`src/osdcd_params.svh`:
```
// Purpose: Constants for the on-screen display command decoder.
// Assumes: 25 MHz hclk; dot clock arrives as one-cycle pulses on hclk.
// Notes: Register offsets are byte addresses on the AHB-Lite slave.
`ifndef OSDCD_PARAMS_SVH
`define OSDCD_PARAMS_SVH
`define OSDCD_CLK_MHZ 25
`define OSDCD_CLR_WAIT_NS 10000
`define OSDCD_CLR_WAIT_CYC ((`OSDCD_CLR_WAIT_NS * `OSDCD_CLK_MHZ + 999) / 1000)
`define OSDCD_ROWS 12
`define OSDCD_COLS 24
`define OSDCD_DOTS_PER_CELL 12
`define OSDCD_H_OFFSET_DOTS 4
`define OSDCD_H_STEP_DOTS 12
`define OSDCD_BLINK_BIT_SLOW 5
`define OSDCD_BLINK_BIT_MID 4
`define OSDCD_BLINK_BIT_FAST 3
`define OSDCD_REG_CMD 12'h000
`define OSDCD_REG_STATUS 12'h004
`define OSDCD_REG_COLOUR 12'h008
`define OSDCD_REG_POSITION 12'h00c
`define OSDCD_DISP_OFF_CODE 8'hfe
`endif

```
`src/osdcd_pkg.sv`:
```
// Purpose: Types for the on-screen display command decoder.
// Assumes: Constants come from osdcd_params.svh.
// Notes: None.
package osdcd_pkg;
  typedef enum logic [1:0] {
    OSDCD_CLR_IDLE = 2'b00,
    OSDCD_CLR_WAIT = 2'b01,
    OSDCD_CLR_FILL = 2'b10
  } osdcd_clr_state_t;
endpackage : osdcd_pkg

```
`src/osdcd_command_decoder.sv`:
```
// Purpose: Serial command decoder, memory clear sequencer and pixel colouring.
// Assumes: All inputs synchronous to hclk; hresetn is the power-on clear.
// Notes: Software may also inject command bytes through the command register.
//
// Decided for this implementation: the AHB-Lite interface to the registers and the address map.
`timescale 1ns/100ps
`include "osdcd_params.svh"
module osdcd_command_decoder
  import osdcd_pkg::*;
#(
  parameter bit LSB_FIRST = 1'b0,
  parameter int LINE_UNIT = 3,
  parameter logic [7:0] DISPLAY_OFF_CODE = `OSDCD_DISP_OFF_CODE
) (
  // Clock and reset
  input wire logic hclk,
  input wire logic hresetn,
  // AHB-Lite slave
  input wire logic hsel,
  input wire logic [11:0] haddr,
  input wire logic [1:0] htrans,
  input wire logic hwrite,
  input wire logic [2:0] hsize,
  input wire logic hready,
  input wire logic [31:0] hwdata,
  output logic [31:0] hrdata,
  output logic hreadyout,
  output logic hresp,
  // Serial command link
  input wire logic ser_select,
  input wire logic ser_bit_valid,
  input wire logic ser_bit,
  // Timing and dot clock
  input wire logic dot_pulse,
  input wire logic ext_clock_sel,
  input wire logic test_pin_enable,
  input wire logic hsync_n,
  input wire logic vsync_n,
  output logic osc_enable,
  output logic display_start_h,
  output logic display_start_v,
  // Character memory
  input wire logic char_wr_valid,
  input wire logic [7:0] char_wr_code,
  input wire logic char_wr_blink,
  output logic vram_we,
  output logic [3:0] vram_row,
  output logic [4:0] vram_col,
  output logic [7:0] vram_wdata,
  output logic vram_wblink,
  output logic row_format_clear,
  // Pixel in
  input wire logic pix_fg,
  input wire logic pix_rim,
  input wire logic pix_bg,
  input wire logic cell_off,
  input wire logic cell_reverse,
  input wire logic cell_blink,
  input wire logic [2:0] char_colour,
  // Pixel out
  output logic [2:0] colour_rgb,
  output logic mono_channel_one,
  output logic mono_channel_two
);

  osdcd_clr_state_t clr_state;
  logic busy;
  logic [2:0] bit_cnt;
  logic [7:0] byte_sr;
  logic ser_done;
  logic [7:0] ser_byte;
  logic cmd_valid;
  logic [7:0] cmd_byte;
  logic accept;
  logic have_first;
  logic [7:0] first_byte;
  logic start_clear;
  logic display_req;
  logic display_on;
  logic oscillator_run_bit;
  logic [1:0] blink_rate_select;
  logic [2:0] bg_colour;
  logic rim_colour_bit;
  logic [2:0] chan_on;
  logic global_reverse_enable;
  logic [4:0] horizontal_start_field;
  logic [4:0] vertical_start_field;
  logic [8:0] test_bits;
  logic hs_q;
  logic vs_q;
  logic hs_rise;
  logic hs_fall;
  logic vs_rise;
  logic dot_tick;
  logic [8:0] wait_cnt;
  logic [3:0] dot_cnt;
  logic [3:0] clr_row;
  logic [4:0] clr_col;
  logic cell_done;
  logic [3:0] wr_row;
  logic [4:0] wr_col;
  logic char_ok;
  logic por_pending;
  logic [8:0] hcnt;
  logic h_armed;
  logic [8:0] h_target;
  logic [8:0] lcnt;
  logic v_armed;
  logic [8:0] v_target;
  logic [5:0] frame_cnt;
  logic blink_hide;
  logic rev;
  logic lit;
  logic ahb_wr;
  logic [11:0] ahb_addr;
  logic ahb_cmd;
  logic [31:0] next_rdata;

  // Serial deframing into bytes; select low restarts the byte
  assign ser_byte = LSB_FIRST ? {ser_bit, byte_sr[7:1]} : {byte_sr[6:0], ser_bit};
  assign ser_done = ser_select && ser_bit_valid && (bit_cnt == 3'h7);

  always_ff @(posedge hclk or negedge hresetn) begin
    if (!hresetn) begin
      bit_cnt <= 3'h0;
      byte_sr <= 8'h00;
    end else if (!ser_select) begin
      bit_cnt <= 3'h0;
    end else if (ser_bit_valid) begin
      byte_sr <= ser_byte;
      bit_cnt <= bit_cnt + 3'h1;
    end
  end

  // Serial byte has priority over a byte written by software in the same cycle
  assign cmd_valid = ser_done || ahb_cmd;
  assign cmd_byte = ser_done ? ser_byte : hwdata[7:0];
  assign accept = cmd_valid && !busy;
  assign start_clear = accept && !have_first && (cmd_byte == 8'h00);

  // Command decode and control state
  always_ff @(posedge hclk or negedge hresetn) begin
    if (!hresetn) begin
      have_first <= 1'b0;
      first_byte <= 8'h00;
      display_req <= 1'b0;
      oscillator_run_bit <= 1'b1;
      blink_rate_select <= 2'h0;
      bg_colour <= 3'h0;
      rim_colour_bit <= 1'b0;
      chan_on <= 3'h0;
      global_reverse_enable <= 1'b0;
      horizontal_start_field <= 5'h00;
      vertical_start_field <= 5'h00;
      test_bits <= 9'h000;
    end else if (start_clear) begin
      display_req <= 1'b0;
      oscillator_run_bit <= 1'b1;
    end else if (accept && have_first) begin
      have_first <= 1'b0;
      if (first_byte[7:2] == 6'b100000) begin
        vertical_start_field <= {first_byte[1:0], cmd_byte[7:5]};
        horizontal_start_field <= cmd_byte[4:0];
      end
      if (first_byte[7:1] == 7'b1011000 && test_pin_enable) begin
        test_bits <= {first_byte[0], cmd_byte};
      end
    end else if (accept) begin
      if (cmd_byte[7]) begin
        have_first <= 1'b1;
        first_byte <= cmd_byte;
      end else if (cmd_byte[7:4] == 4'h1) begin
        display_req <= cmd_byte[3];
        oscillator_run_bit <= cmd_byte[2];
        blink_rate_select <= cmd_byte[1:0];
      end else if (cmd_byte[7:4] == 4'h2) begin
        bg_colour <= cmd_byte[3:1];
        rim_colour_bit <= cmd_byte[0];
      end else if (cmd_byte[7:3] == 5'b01110) begin
        chan_on <= cmd_byte[2:0];
      end else if (cmd_byte[7:1] == 7'b0011100) begin
        global_reverse_enable <= cmd_byte[0];
      end
    end
  end

  // Sync edges
  assign hs_rise = hsync_n && !hs_q;
  assign hs_fall = !hsync_n && hs_q;
  assign vs_rise = vsync_n && !vs_q;

  always_ff @(posedge hclk or negedge hresetn) begin
    if (!hresetn) begin
      hs_q <= 1'b1;
      vs_q <= 1'b1;
    end else begin
      hs_q <= hsync_n;
      vs_q <= vsync_n;
    end
  end

  // Display bit follows the request on hsync falling edge; clear forces off at once
  always_ff @(posedge hclk or negedge hresetn) begin
    if (!hresetn) begin
      display_on <= 1'b0;
    end else if (start_clear) begin
      display_on <= 1'b0;
    end else if (hs_fall) begin
      display_on <= display_req;
    end
  end

  // Oscillator gating of the dot clock
  assign dot_tick = dot_pulse && oscillator_run_bit
    && (ext_clock_sel || !display_on || hsync_n);

  always_ff @(posedge hclk or negedge hresetn) begin
    if (!hresetn) begin
      osc_enable <= 1'b0;
    end else begin
      osc_enable <= oscillator_run_bit && !ext_clock_sel && (!display_on || hsync_n);
    end
  end

  // Clear sequencer: settle wait, then one cell per 12 dot pulses
  assign busy = (clr_state != OSDCD_CLR_IDLE);
  assign cell_done = (clr_state == OSDCD_CLR_FILL) && dot_tick
    && (dot_cnt == 4'(`OSDCD_DOTS_PER_CELL - 1));

  always_ff @(posedge hclk or negedge hresetn) begin
    if (!hresetn) begin
      clr_state <= OSDCD_CLR_WAIT;
      wait_cnt <= 9'h000;
      dot_cnt <= 4'h0;
      clr_row <= 4'h0;
      clr_col <= 5'h00;
    end else if (start_clear) begin
      clr_state <= OSDCD_CLR_WAIT;
      wait_cnt <= 9'h000;
    end else begin
      unique case (clr_state)
        OSDCD_CLR_IDLE: begin
          wait_cnt <= 9'h000;
        end
        OSDCD_CLR_WAIT: begin
          wait_cnt <= wait_cnt + 9'h001;
          dot_cnt <= 4'h0;
          clr_row <= 4'h0;
          clr_col <= 5'h00;
          if (wait_cnt == 9'(`OSDCD_CLR_WAIT_CYC - 1)) begin
            clr_state <= OSDCD_CLR_FILL;
          end
        end
        OSDCD_CLR_FILL: begin
          if (dot_tick) begin
            dot_cnt <= cell_done ? 4'h0 : dot_cnt + 4'h1;
          end
          if (cell_done) begin
            if (clr_col == 5'(`OSDCD_COLS - 1)) begin
              clr_col <= 5'h00;
              clr_row <= clr_row + 4'h1;
              if (clr_row == 4'(`OSDCD_ROWS - 1)) begin
                clr_state <= OSDCD_CLR_IDLE;
              end
            end else begin
              clr_col <= clr_col + 5'h01;
            end
          end
        end
        default: begin
          clr_state <= OSDCD_CLR_IDLE;
        end
      endcase
    end
  end

  // Character write pointer with row-major wrap
  assign char_ok = char_wr_valid && oscillator_run_bit && !busy;

  always_ff @(posedge hclk or negedge hresetn) begin
    if (!hresetn) begin
      wr_row <= 4'h0;
      wr_col <= 5'h00;
    end else if (start_clear) begin
      wr_row <= 4'h0;
      wr_col <= 5'h00;
    end else if (char_ok) begin
      if (wr_col == 5'(`OSDCD_COLS - 1)) begin
        wr_col <= 5'h00;
        wr_row <= (wr_row == 4'(`OSDCD_ROWS - 1)) ? 4'h0 : wr_row + 4'h1;
      end else begin
        wr_col <= wr_col + 5'h01;
      end
    end
  end

  // Character memory port
  always_ff @(posedge hclk or negedge hresetn) begin
    if (!hresetn) begin
      vram_we <= 1'b0;
      vram_row <= 4'h0;
      vram_col <= 5'h00;
      vram_wdata <= 8'h00;
      vram_wblink <= 1'b0;
      row_format_clear <= 1'b0;
      por_pending <= 1'b1;
    end else begin
      por_pending <= 1'b0;
      row_format_clear <= start_clear || por_pending;
      vram_we <= cell_done || char_ok;
      if (cell_done) begin
        vram_row <= clr_row;
        vram_col <= clr_col;
        vram_wdata <= DISPLAY_OFF_CODE;
        vram_wblink <= 1'b0;
      end else begin
        vram_row <= wr_row;
        vram_col <= wr_col;
        vram_wdata <= char_wr_code;
        vram_wblink <= char_wr_blink;
      end
    end
  end

  // Horizontal start: counted dot pulses after hsync rising edge
  assign h_target = 9'(`OSDCD_H_OFFSET_DOTS + `OSDCD_H_STEP_DOTS * (int'(horizontal_start_field) + 1));

  always_ff @(posedge hclk or negedge hresetn) begin
    if (!hresetn) begin
      hcnt <= 9'h000;
      h_armed <= 1'b0;
      display_start_h <= 1'b0;
    end else begin
      display_start_h <= 1'b0;
      if (hs_rise) begin
        hcnt <= 9'h000;
        h_armed <= 1'b1;
      end else if (h_armed && dot_tick) begin
        hcnt <= hcnt + 9'h001;
        if (hcnt + 9'h001 == h_target) begin
          display_start_h <= 1'b1;
          h_armed <= 1'b0;
        end
      end
    end
  end

  // Vertical start: counted lines after vsync rising edge
  assign v_target = 9'(LINE_UNIT * int'(vertical_start_field) + 1);

  always_ff @(posedge hclk or negedge hresetn) begin
    if (!hresetn) begin
      lcnt <= 9'h000;
      v_armed <= 1'b0;
      display_start_v <= 1'b0;
    end else begin
      display_start_v <= 1'b0;
      if (vs_rise) begin
        lcnt <= 9'h000;
        v_armed <= 1'b1;
      end else if (v_armed && hs_rise) begin
        lcnt <= lcnt + 9'h001;
        if (lcnt + 9'h001 == v_target) begin
          display_start_v <= 1'b1;
          v_armed <= 1'b0;
        end
      end
    end
  end

  // Blink phase from frame count, 1:1 duty
  always_ff @(posedge hclk or negedge hresetn) begin
    if (!hresetn) begin
      frame_cnt <= 6'h00;
    end else if (vs_rise) begin
      frame_cnt <= frame_cnt + 6'h01;
    end
  end

  always_comb begin
    unique case (blink_rate_select)
      2'h0: blink_hide = 1'b0;
      2'h1: blink_hide = frame_cnt[`OSDCD_BLINK_BIT_SLOW];
      2'h2: blink_hide = frame_cnt[`OSDCD_BLINK_BIT_MID];
      2'h3: blink_hide = frame_cnt[`OSDCD_BLINK_BIT_FAST];
    endcase
  end

  // Pixel colouring
  assign rev = global_reverse_enable && cell_reverse && !cell_off;
  assign lit = ((pix_fg && !(cell_blink && blink_hide)) ^ rev) && !cell_off;

  always_ff @(posedge hclk or negedge hresetn) begin
    if (!hresetn) begin
      colour_rgb <= 3'h0;
      mono_channel_one <= 1'b0;
      mono_channel_two <= 1'b0;
    end else begin
      if (!(display_on && chan_on[2])) begin
        colour_rgb <= 3'h0;
      end else if (lit) begin
        colour_rgb <= char_colour;
      end else if (pix_rim) begin
        colour_rgb <= {3{rim_colour_bit}};
      end else if (pix_bg) begin
        colour_rgb <= bg_colour;
      end else begin
        colour_rgb <= 3'h0;
      end
      mono_channel_one <= display_on && chan_on[1] && lit;
      mono_channel_two <= display_on && chan_on[0] && lit;
    end
  end

  // AHB-Lite slave, zero wait states, always OKAY
  assign hreadyout = 1'b1;
  assign hresp = 1'b0;
  assign ahb_cmd = ahb_wr && (ahb_addr == `OSDCD_REG_CMD);

  always_comb begin
    unique case (haddr)
      `OSDCD_REG_STATUS: next_rdata = {17'h0, test_bits != 9'h000, chan_on, bg_colour, rim_colour_bit,
        global_reverse_enable, blink_rate_select, oscillator_run_bit, display_req, display_on, busy};
      `OSDCD_REG_COLOUR: next_rdata = {24'h0, chan_on, global_reverse_enable, bg_colour, rim_colour_bit};
      `OSDCD_REG_POSITION: next_rdata = {7'h0, test_bits, 3'h0, vertical_start_field, 3'h0,
        horizontal_start_field};
      default: next_rdata = 32'h0;
    endcase
  end

  always_ff @(posedge hclk or negedge hresetn) begin
    if (!hresetn) begin
      ahb_wr <= 1'b0;
      ahb_addr <= 12'h000;
      hrdata <= 32'h0;
    end else begin
      ahb_wr <= 1'b0;
      if (hsel && htrans[1] && hready) begin
        ahb_wr <= hwrite;
        ahb_addr <= haddr;
        if (!hwrite) begin
          hrdata <= next_rdata;
        end
      end
    end
  end
endmodule : osdcd_command_decoder

```
`config.mk`:
```
export PLATFORM = sky130hd
export DESIGN_NAME = osdcd_command_decoder
export DESIGN_NICKNAME = d
export VERILOG_FILES = /design/src/osdcd_pkg.sv /design/src/osdcd_command_decoder.sv
export VERILOG_INCLUDE_DIRS = /design/src
export SDC_FILE = /design/constraint.sdc
export NUM_CORES = 1
export LEC_CHECK = 0
export ABC_AREA = 1
export ABC_CLOCK_PERIOD_IN_PS = 2400
export BUFFER_PORTS_ARGS = -buffer_cell sky130_fd_sc_hd__buf_4
export CAP_MARGIN = 20
export CORE_ASPECT_RATIO = 1.5
export CORE_MARGIN = 2
export CORE_UTILIZATION = 34
export DETAILED_ROUTE_END_ITERATION = 16
export GPL_ROUTABILITY_DRIVEN = 0
export PLACE_DENSITY = 0.56
export REMOVE_ABC_BUFFERS = 1
export SLEW_MARGIN = 20
export SYNTH_ARGS = -nofsm -noshare
export SYNTH_HDL_FRONTEND = slang
export SYNTH_SLANG_ARGS = --single-unit
```
`constraint.sdc`:
```
create_clock -name hclk -period 2.4 [get_ports hclk]
set_clock_uncertainty 0.05 [all_clocks]
set_input_delay 0.24 -clock hclk [delete_from_list [all_inputs] [get_ports hclk]]
set_output_delay 0.24 -clock hclk [all_outputs]
set_load 0.01 [all_outputs]
```
* After elaboration in Yosys (flattened, before gate mapping)
Cells that the tools add are included.
** Storage, ports and cells
- Register bits :: 186
- Bits of input ports :: 81
- Output and inout port bits :: 62
- Word-level logic and storage cells :: 256
** Cells by class
- Add/sub/neg operators :: 13
- Multipliers :: 2
- Equal/unequal tests :: 34
- Mux-type cells :: 69
- Bitwise logic cells :: 8
- Reduce and logical (&&, ||, !) cells :: 85
** Operators with widths (number)
- $pmux W25 S3 :: 1
- $mux W9 :: 5
- $mux W4 :: 9
- $logic_and A1 B1 Y1 :: 33
- $mux W5 :: 6
- $mux W1 :: 29
- $add A9 B1 Y9 const B :: 3
- $reduce_bool A2 Y1 :: 13
- $eq A12 B4 Y1 const B :: 2
- $mux W3 :: 6
- $pmux W9 S2 :: 1
- $mux W8 :: 2
- $pmux W4 S2 :: 2
- $reduce_and A3 Y1 :: 5
- $add A4 B1 Y4 const B :: 3
- $eq A12 B3 Y1 const B :: 1
- $eq A4 B4 Y1 const B :: 3
- $logic_not A12 Y1 :: 1
- $reduce_and A4 Y1 :: 3
- $add A5 B1 Y5 const B :: 2
- $eq A5 B5 Y1 const B :: 2
- $mux W2 :: 5
- $pmux W5 S2 :: 1
- $reduce_and A2 Y1 :: 5
- other kinds (37) :: 68

* Depth between registers and ports, before layout
- Depth after elaboration :: 9
- Depth in mapped cells :: 21
- Gate-level depth less buffers :: 21

* Worst setup path before layout
Ideal clock, no wire load.
- Path kind :: flip-flop to flip-flop
- From :: register horizontal_start_field[0]
- To :: register h_armed
- Setup time :: 0.124 ns
- Arrival time :: 2.181 ns
- Data required time :: 2.226 ns
- Setup slack :: 0.044 ns
- Cell stages (with the launch flop) :: 16
- Cells stage by stage :: dfrtp_1 -> inv_1 -> ha_1 -> inv_1 -> nand3_1 -> nand2_1 -> inv_1 -> ha_1 -> xor2_1 -> xnor2_1 -> nor3_1 -> nand2_1 -> nor2_1 -> nand3_1 -> nor2_1 -> a21oi_1
** Between the ends
- Longest elaborated chain between the ends :: 6
** Ends and longest elaborated chain
- start, declared :: line osdcd_command_decoder.sv:86 : logic [4:0] horizontal_start_field;
- start signal, assigned :: line osdcd_command_decoder.sv:163 : horizontal_start_field <= cmd_byte[4:0];
- $add A5 B1 Y6 :: line osdcd_command_decoder.sv:326 : assign h_target = 9'(`OSDCD_H_OFFSET_DOTS + `OSDCD_H_STEP_DOTS * (int'(horizontal_start_field) + 1));
- $mul A2 B6 Y7 (no line)
- $add A3 B9 Y9 (no line)
- $eq A9 B9 Y1 :: line osdcd_command_decoder.sv:340 : if (hcnt + 9'h001 == h_target) begin
- $reduce_bool A2 Y1 (no line)
- $reduce_and A2 Y1 (no line)
- end signal, assigned :: line osdcd_command_decoder.sv:331 : h_armed <= 1'b0;
- end signal, assigned :: line osdcd_command_decoder.sv:337 : h_armed <= 1'b1;
- end signal, assigned :: line osdcd_command_decoder.sv:342 : h_armed <= 1'b0;
- end, declared :: line osdcd_command_decoder.sv:105 : logic h_armed;
No other way between the ends.
A chain may end at the register's enable or synchronous reset.

* Worst setup path in the final report
- From :: register bit_cnt[0]
- To :: register bg_colour[0]
** Between the ends
- Longest elaborated chain between the ends :: 8
- Elaborated cells between the ends (all ways) :: 16
** Ends and longest elaborated chain
- start, declared :: line osdcd_command_decoder.sv:68 : logic [2:0] bit_cnt;
- start signal, assigned :: line osdcd_command_decoder.sv:131 : bit_cnt <= bit_cnt + 3'h1;
- $eq A3 B3 Y1 * :: line osdcd_command_decoder.sv:121 : assign ser_done = ser_select && ser_bit_valid && (bit_cnt == 3'h7);
- $logic_and A1 B1 Y1 * :: line osdcd_command_decoder.sv:121
- parallel branches: the longest is 6 deep, another holds $mux W8
- end signal, assigned :: line osdcd_command_decoder.sv:177 : bg_colour <= cmd_byte[3:1];
- end, declared :: line osdcd_command_decoder.sv:82 : logic [2:0] bg_colour;
Every way passes the cells marked *.

==> flow_summary.toml <==
[power]
p_per_area_nw_per_um2 = 623
vdd.ir_drop.worst_uv = 490
p_leak_uw = 0.00572

[sta]
hold_violations = 0
setup_violations = 0
fmax_ghz = 0.422
rsz0062_at_grt = "true"
slew_headroom = 0.322
post-route-period-util = 0.988
period_minus_slack_ns = 2.37
drv_slew = 0
tightest_slew_ns = 1.02
fin_ws_ns = 0.0299

[min_path]
min_path_cells = 2
hp-class = "primary input to flip-flop"

[synth]
synth_warnings = 0
yosys_register_bits = 178
ys.flop_type = "dfrtp_1"
yosys-top-cells-count = "nand2_1, dfrtp_1, inv_1, o21ai_0, nor2_1"
async_reset_ff_frac = 1.00
syn_area_per_cell_sq_um = 8.53
synth_top_area_frac = 0.482
ys_types = 51
synth_area_leader_cell = "dfrtp_1"
synth_edf_count = 0
synth.most_common_cell = "nand2_1"
ys_seq_area_frac = 0.496
synth_area_leaders = "dfrtp_1, nand2_1, inv_1, o21ai_0, ha_1"
postSynthCellCount = 1054
syn-cell-area_sq_um = 8990

[worst_setup_path]
start_kind = "flip-flop"
path_class = "flip-flop to flip-flop"
critPathTopFamily = "simple AND/OR/NAND/NOR gates"
cp_num_cells = 15
cp.arrival_ns = 2.69
slowest_delay_ns = 0.36
cpMostUsedCell = "buf_6"
critPathCaptureType = "flip-flop"
critical_path.cell_chain = "ha_2 -> ha_4 -> nand2_4 -> buf_6 -> buf_6 -> o21ai_4 -> inv_2 -> nor2_4 -> inv_2 -> nor3_4 -> nand2_4 -> buf_6 -> nand4_4 -> nand2_1 -> o21ai_1"
path_max_fanout = 8
path_buf_inv = 5
r2r_cells = 15
required_ns = 2.72
cpMaxStageDelayCell = "dfrtp_1"

[drt]
firstDrtPassIters = 5
vias_per_cell = 4.73
vias = 7566
detail-route-antenna-nets = 0
drtIter0Drc = 350
finalWirelength_microns = 22300
drc = 0
post_drt_wl_per_cell_microns = 13.9

[finish]
stdcell_count = 1601
fin_util = 0.456
drive_above_1_share = 0.256
seq_area_sq_um = 4460
multi_input_area_sq_um = 4200
nNetsFinal = 1363
area_delta_synth_final_pct = 31.1
fillers = 2537

[floorplan]
die-area_sq_um = 27800
row_count = 72
io-pin-count = 143
core_sq_um = 25900
start_util = 0.348
dieWidth_microns = 137
fp.dieH_microns = 203

[global_route]
grt_pass1_wl_microns = 35900
first_global_vias = 7352
grt_max_degree = 73
antenna_found_initial = 2
gr-total-overflow = 0
grt_usage = 0.165

[placed_design]
pre_cts_ws_ns = -0.0705
hpwl_microns = 16500
port_buffers = 104
post-place-cells = 1524

[clock_tree]
numCtsBuffers = 17
cts_tree = "built"
clock_path_buffers = 2
numClockSinks = 178
clock_latency_ns = 0.44
cts-htree-levels = 4
clk_pin_slew_worst_paths_ns = 0.07
cts-root-buf = "clkbuf_16"

[flow_run]
cap_viol_max_count = 0

[status]
run_status = "complete, no violations"
-- flip-flops by register name (all words and copies together), names as in the netlist, 6 cells and up --
name,flops
hrdata,24
ahb_addr,12
hcnt,9
lcnt,9
test_bits,9
wait_cnt,9
first_byte,8
vram_wdata,8
byte_sr,7
frame_cnt,6
-- metal layers --
layer  part of all wire  GRT usage  vias to the layer above
li1                   -          -                     3841
met4              0.029     0.0718                        0
met3              0.026     0.0283                       36
met2               0.52      0.289                      121
met5                  0          0                        -
met1               0.42      0.197                     3568
-- per-stage QoR --
stage                     hold WS, ns  area (sq um)  total power, uW  TNS (ns)
after floorplan                -0.106          8850             4060     -7.24
after global placement          0.257         10500             4450   -0.0777
after detailed placement        0.267         10500             4470    -0.220
after CTS                      0.0129         11400             7390         0
after global routing           0.0235         11800             7720     -2.55
final                          0.0304         11800             7340         0
-- report_power, final --
group / internal, uW / switching [uW] / total [uW]
clock: 1570 / 1290 / 2850
combinational: 473 / 536 / 1010
sequential: 3270 / 219 / 3480
-- worst reg2reg max path: cells and delay by family, from the launching register on --
family,cells,cell delay [ns]
compound gates,2,0.21
fa+ha+maj,2,0.33
buf+inv,5,0.62
flops,1,0.36
simple gates,6,0.75
-- final cells by class --
class / count / share of cell area
sequential: 178 / 0.379
clock buffer: 17 / 0.0361
antenna: 2 / 0.000425
tap: 333 / 0.0353
clock inverter: 15 / 0.0144
inverter: 131 / 0.0417
multi-input combinational: 724 / 0.356
timing repair buffer: 201 / 0.137
-- logic make-up after synthesis --
kind of cell,synth area share
multiplexers,0.0138
buffers and inverters,0.0736
AO/OA/AOI/OAI,0.114
adder cells (fa/ha/maj),0.0412
XOR/XNOR,0.0292
AND/OR/NAND/NOR,0.231
other,0.000836
flip-flops,0.496
-- final timing paths --
check                                          startpoint                        end  slack [ns]
min in group asynchronous                         hresetn    ahb_addr[6]$_DFFE_PN0P_        0.33
worst min-delay path                             haddr[2]    ahb_addr[2]$_DFFE_PN0P_        0.03
worst max register to register     bit_cnt[0]$_DFFE_PN0P_   bg_colour[0]$_DFFE_PN0P_        0.03
worst min register to register  first_byte[7]$_DFFE_PN0P_  first_byte[7]$_DFFE_PN0P_        0.40
worst max-delay path               bit_cnt[0]$_DFFE_PN0P_   bg_colour[0]$_DFFE_PN0P_        0.03
max in group asynchronous                         hresetn             hs_q$_DFF_PN1_        1.20
-- cell usage in the layout (no fill, tap or decap), types with 4 or more instances in the layout --
| cell | synthesis | final |
|---|---|---|
| inv_2 | 5 | 10 |
| nor3_1 | 9 | 7 |
| clkinvlp_4 | 0 | 4 |
| o31ai_1 | 10 | 10 |
| or2_2 | 12 | 12 |
| buf_6 | 2 | 8 |
| ha_1 | 28 | 22 |
| nor2_2 | 0 | 6 |
| nor4_1 | 8 | 7 |
| inv_6 | 0 | 6 |
| dlygate4sd3_1 | 0 | 25 |
| a21oi_1 | 22 | 22 |
| xnor2_1 | 8 | 6 |
| nand3_2 | 0 | 6 |
| o21ai_1 | 3 | 14 |
| dfstp_2 | 5 | 5 |
| nand2_1 | 268 | 250 |
| nand3_1 | 59 | 51 |
| o21ai_2 | 4 | 8 |
| o21ai_0 | 88 | 73 |
| clkbuf_16 | 0 | 17 |
| inv_1 | 124 | 119 |
| o22ai_1 | 23 | 23 |
| buf_4 | 11 | 167 |
| o221ai_1 | 5 | 5 |
| nand4_1 | 19 | 19 |
| ha_4 | 0 | 5 |
| xor2_1 | 22 | 20 |
| dfrtp_1 | 173 | 171 |
| o21a_1 | 5 | 5 |
| nand2_2 | 7 | 17 |
| conb_1 | 2 | 11 |
| mux2_2 | 11 | 11 |
| nor2_1 | 72 | 65 |
| nand2_4 | 2 | 10 |
-- what timing repair did --
action | CTS | global route
endpoints found under the hold margin | 89 | 0
pin swaps | 2 | 36
resized for setup | 5 | 92
hold buffers | 25 | 0
setup endpoints to repair | 14 | 49
setup buffers | 1 | 17
Power figures use the tool's default switching activity.
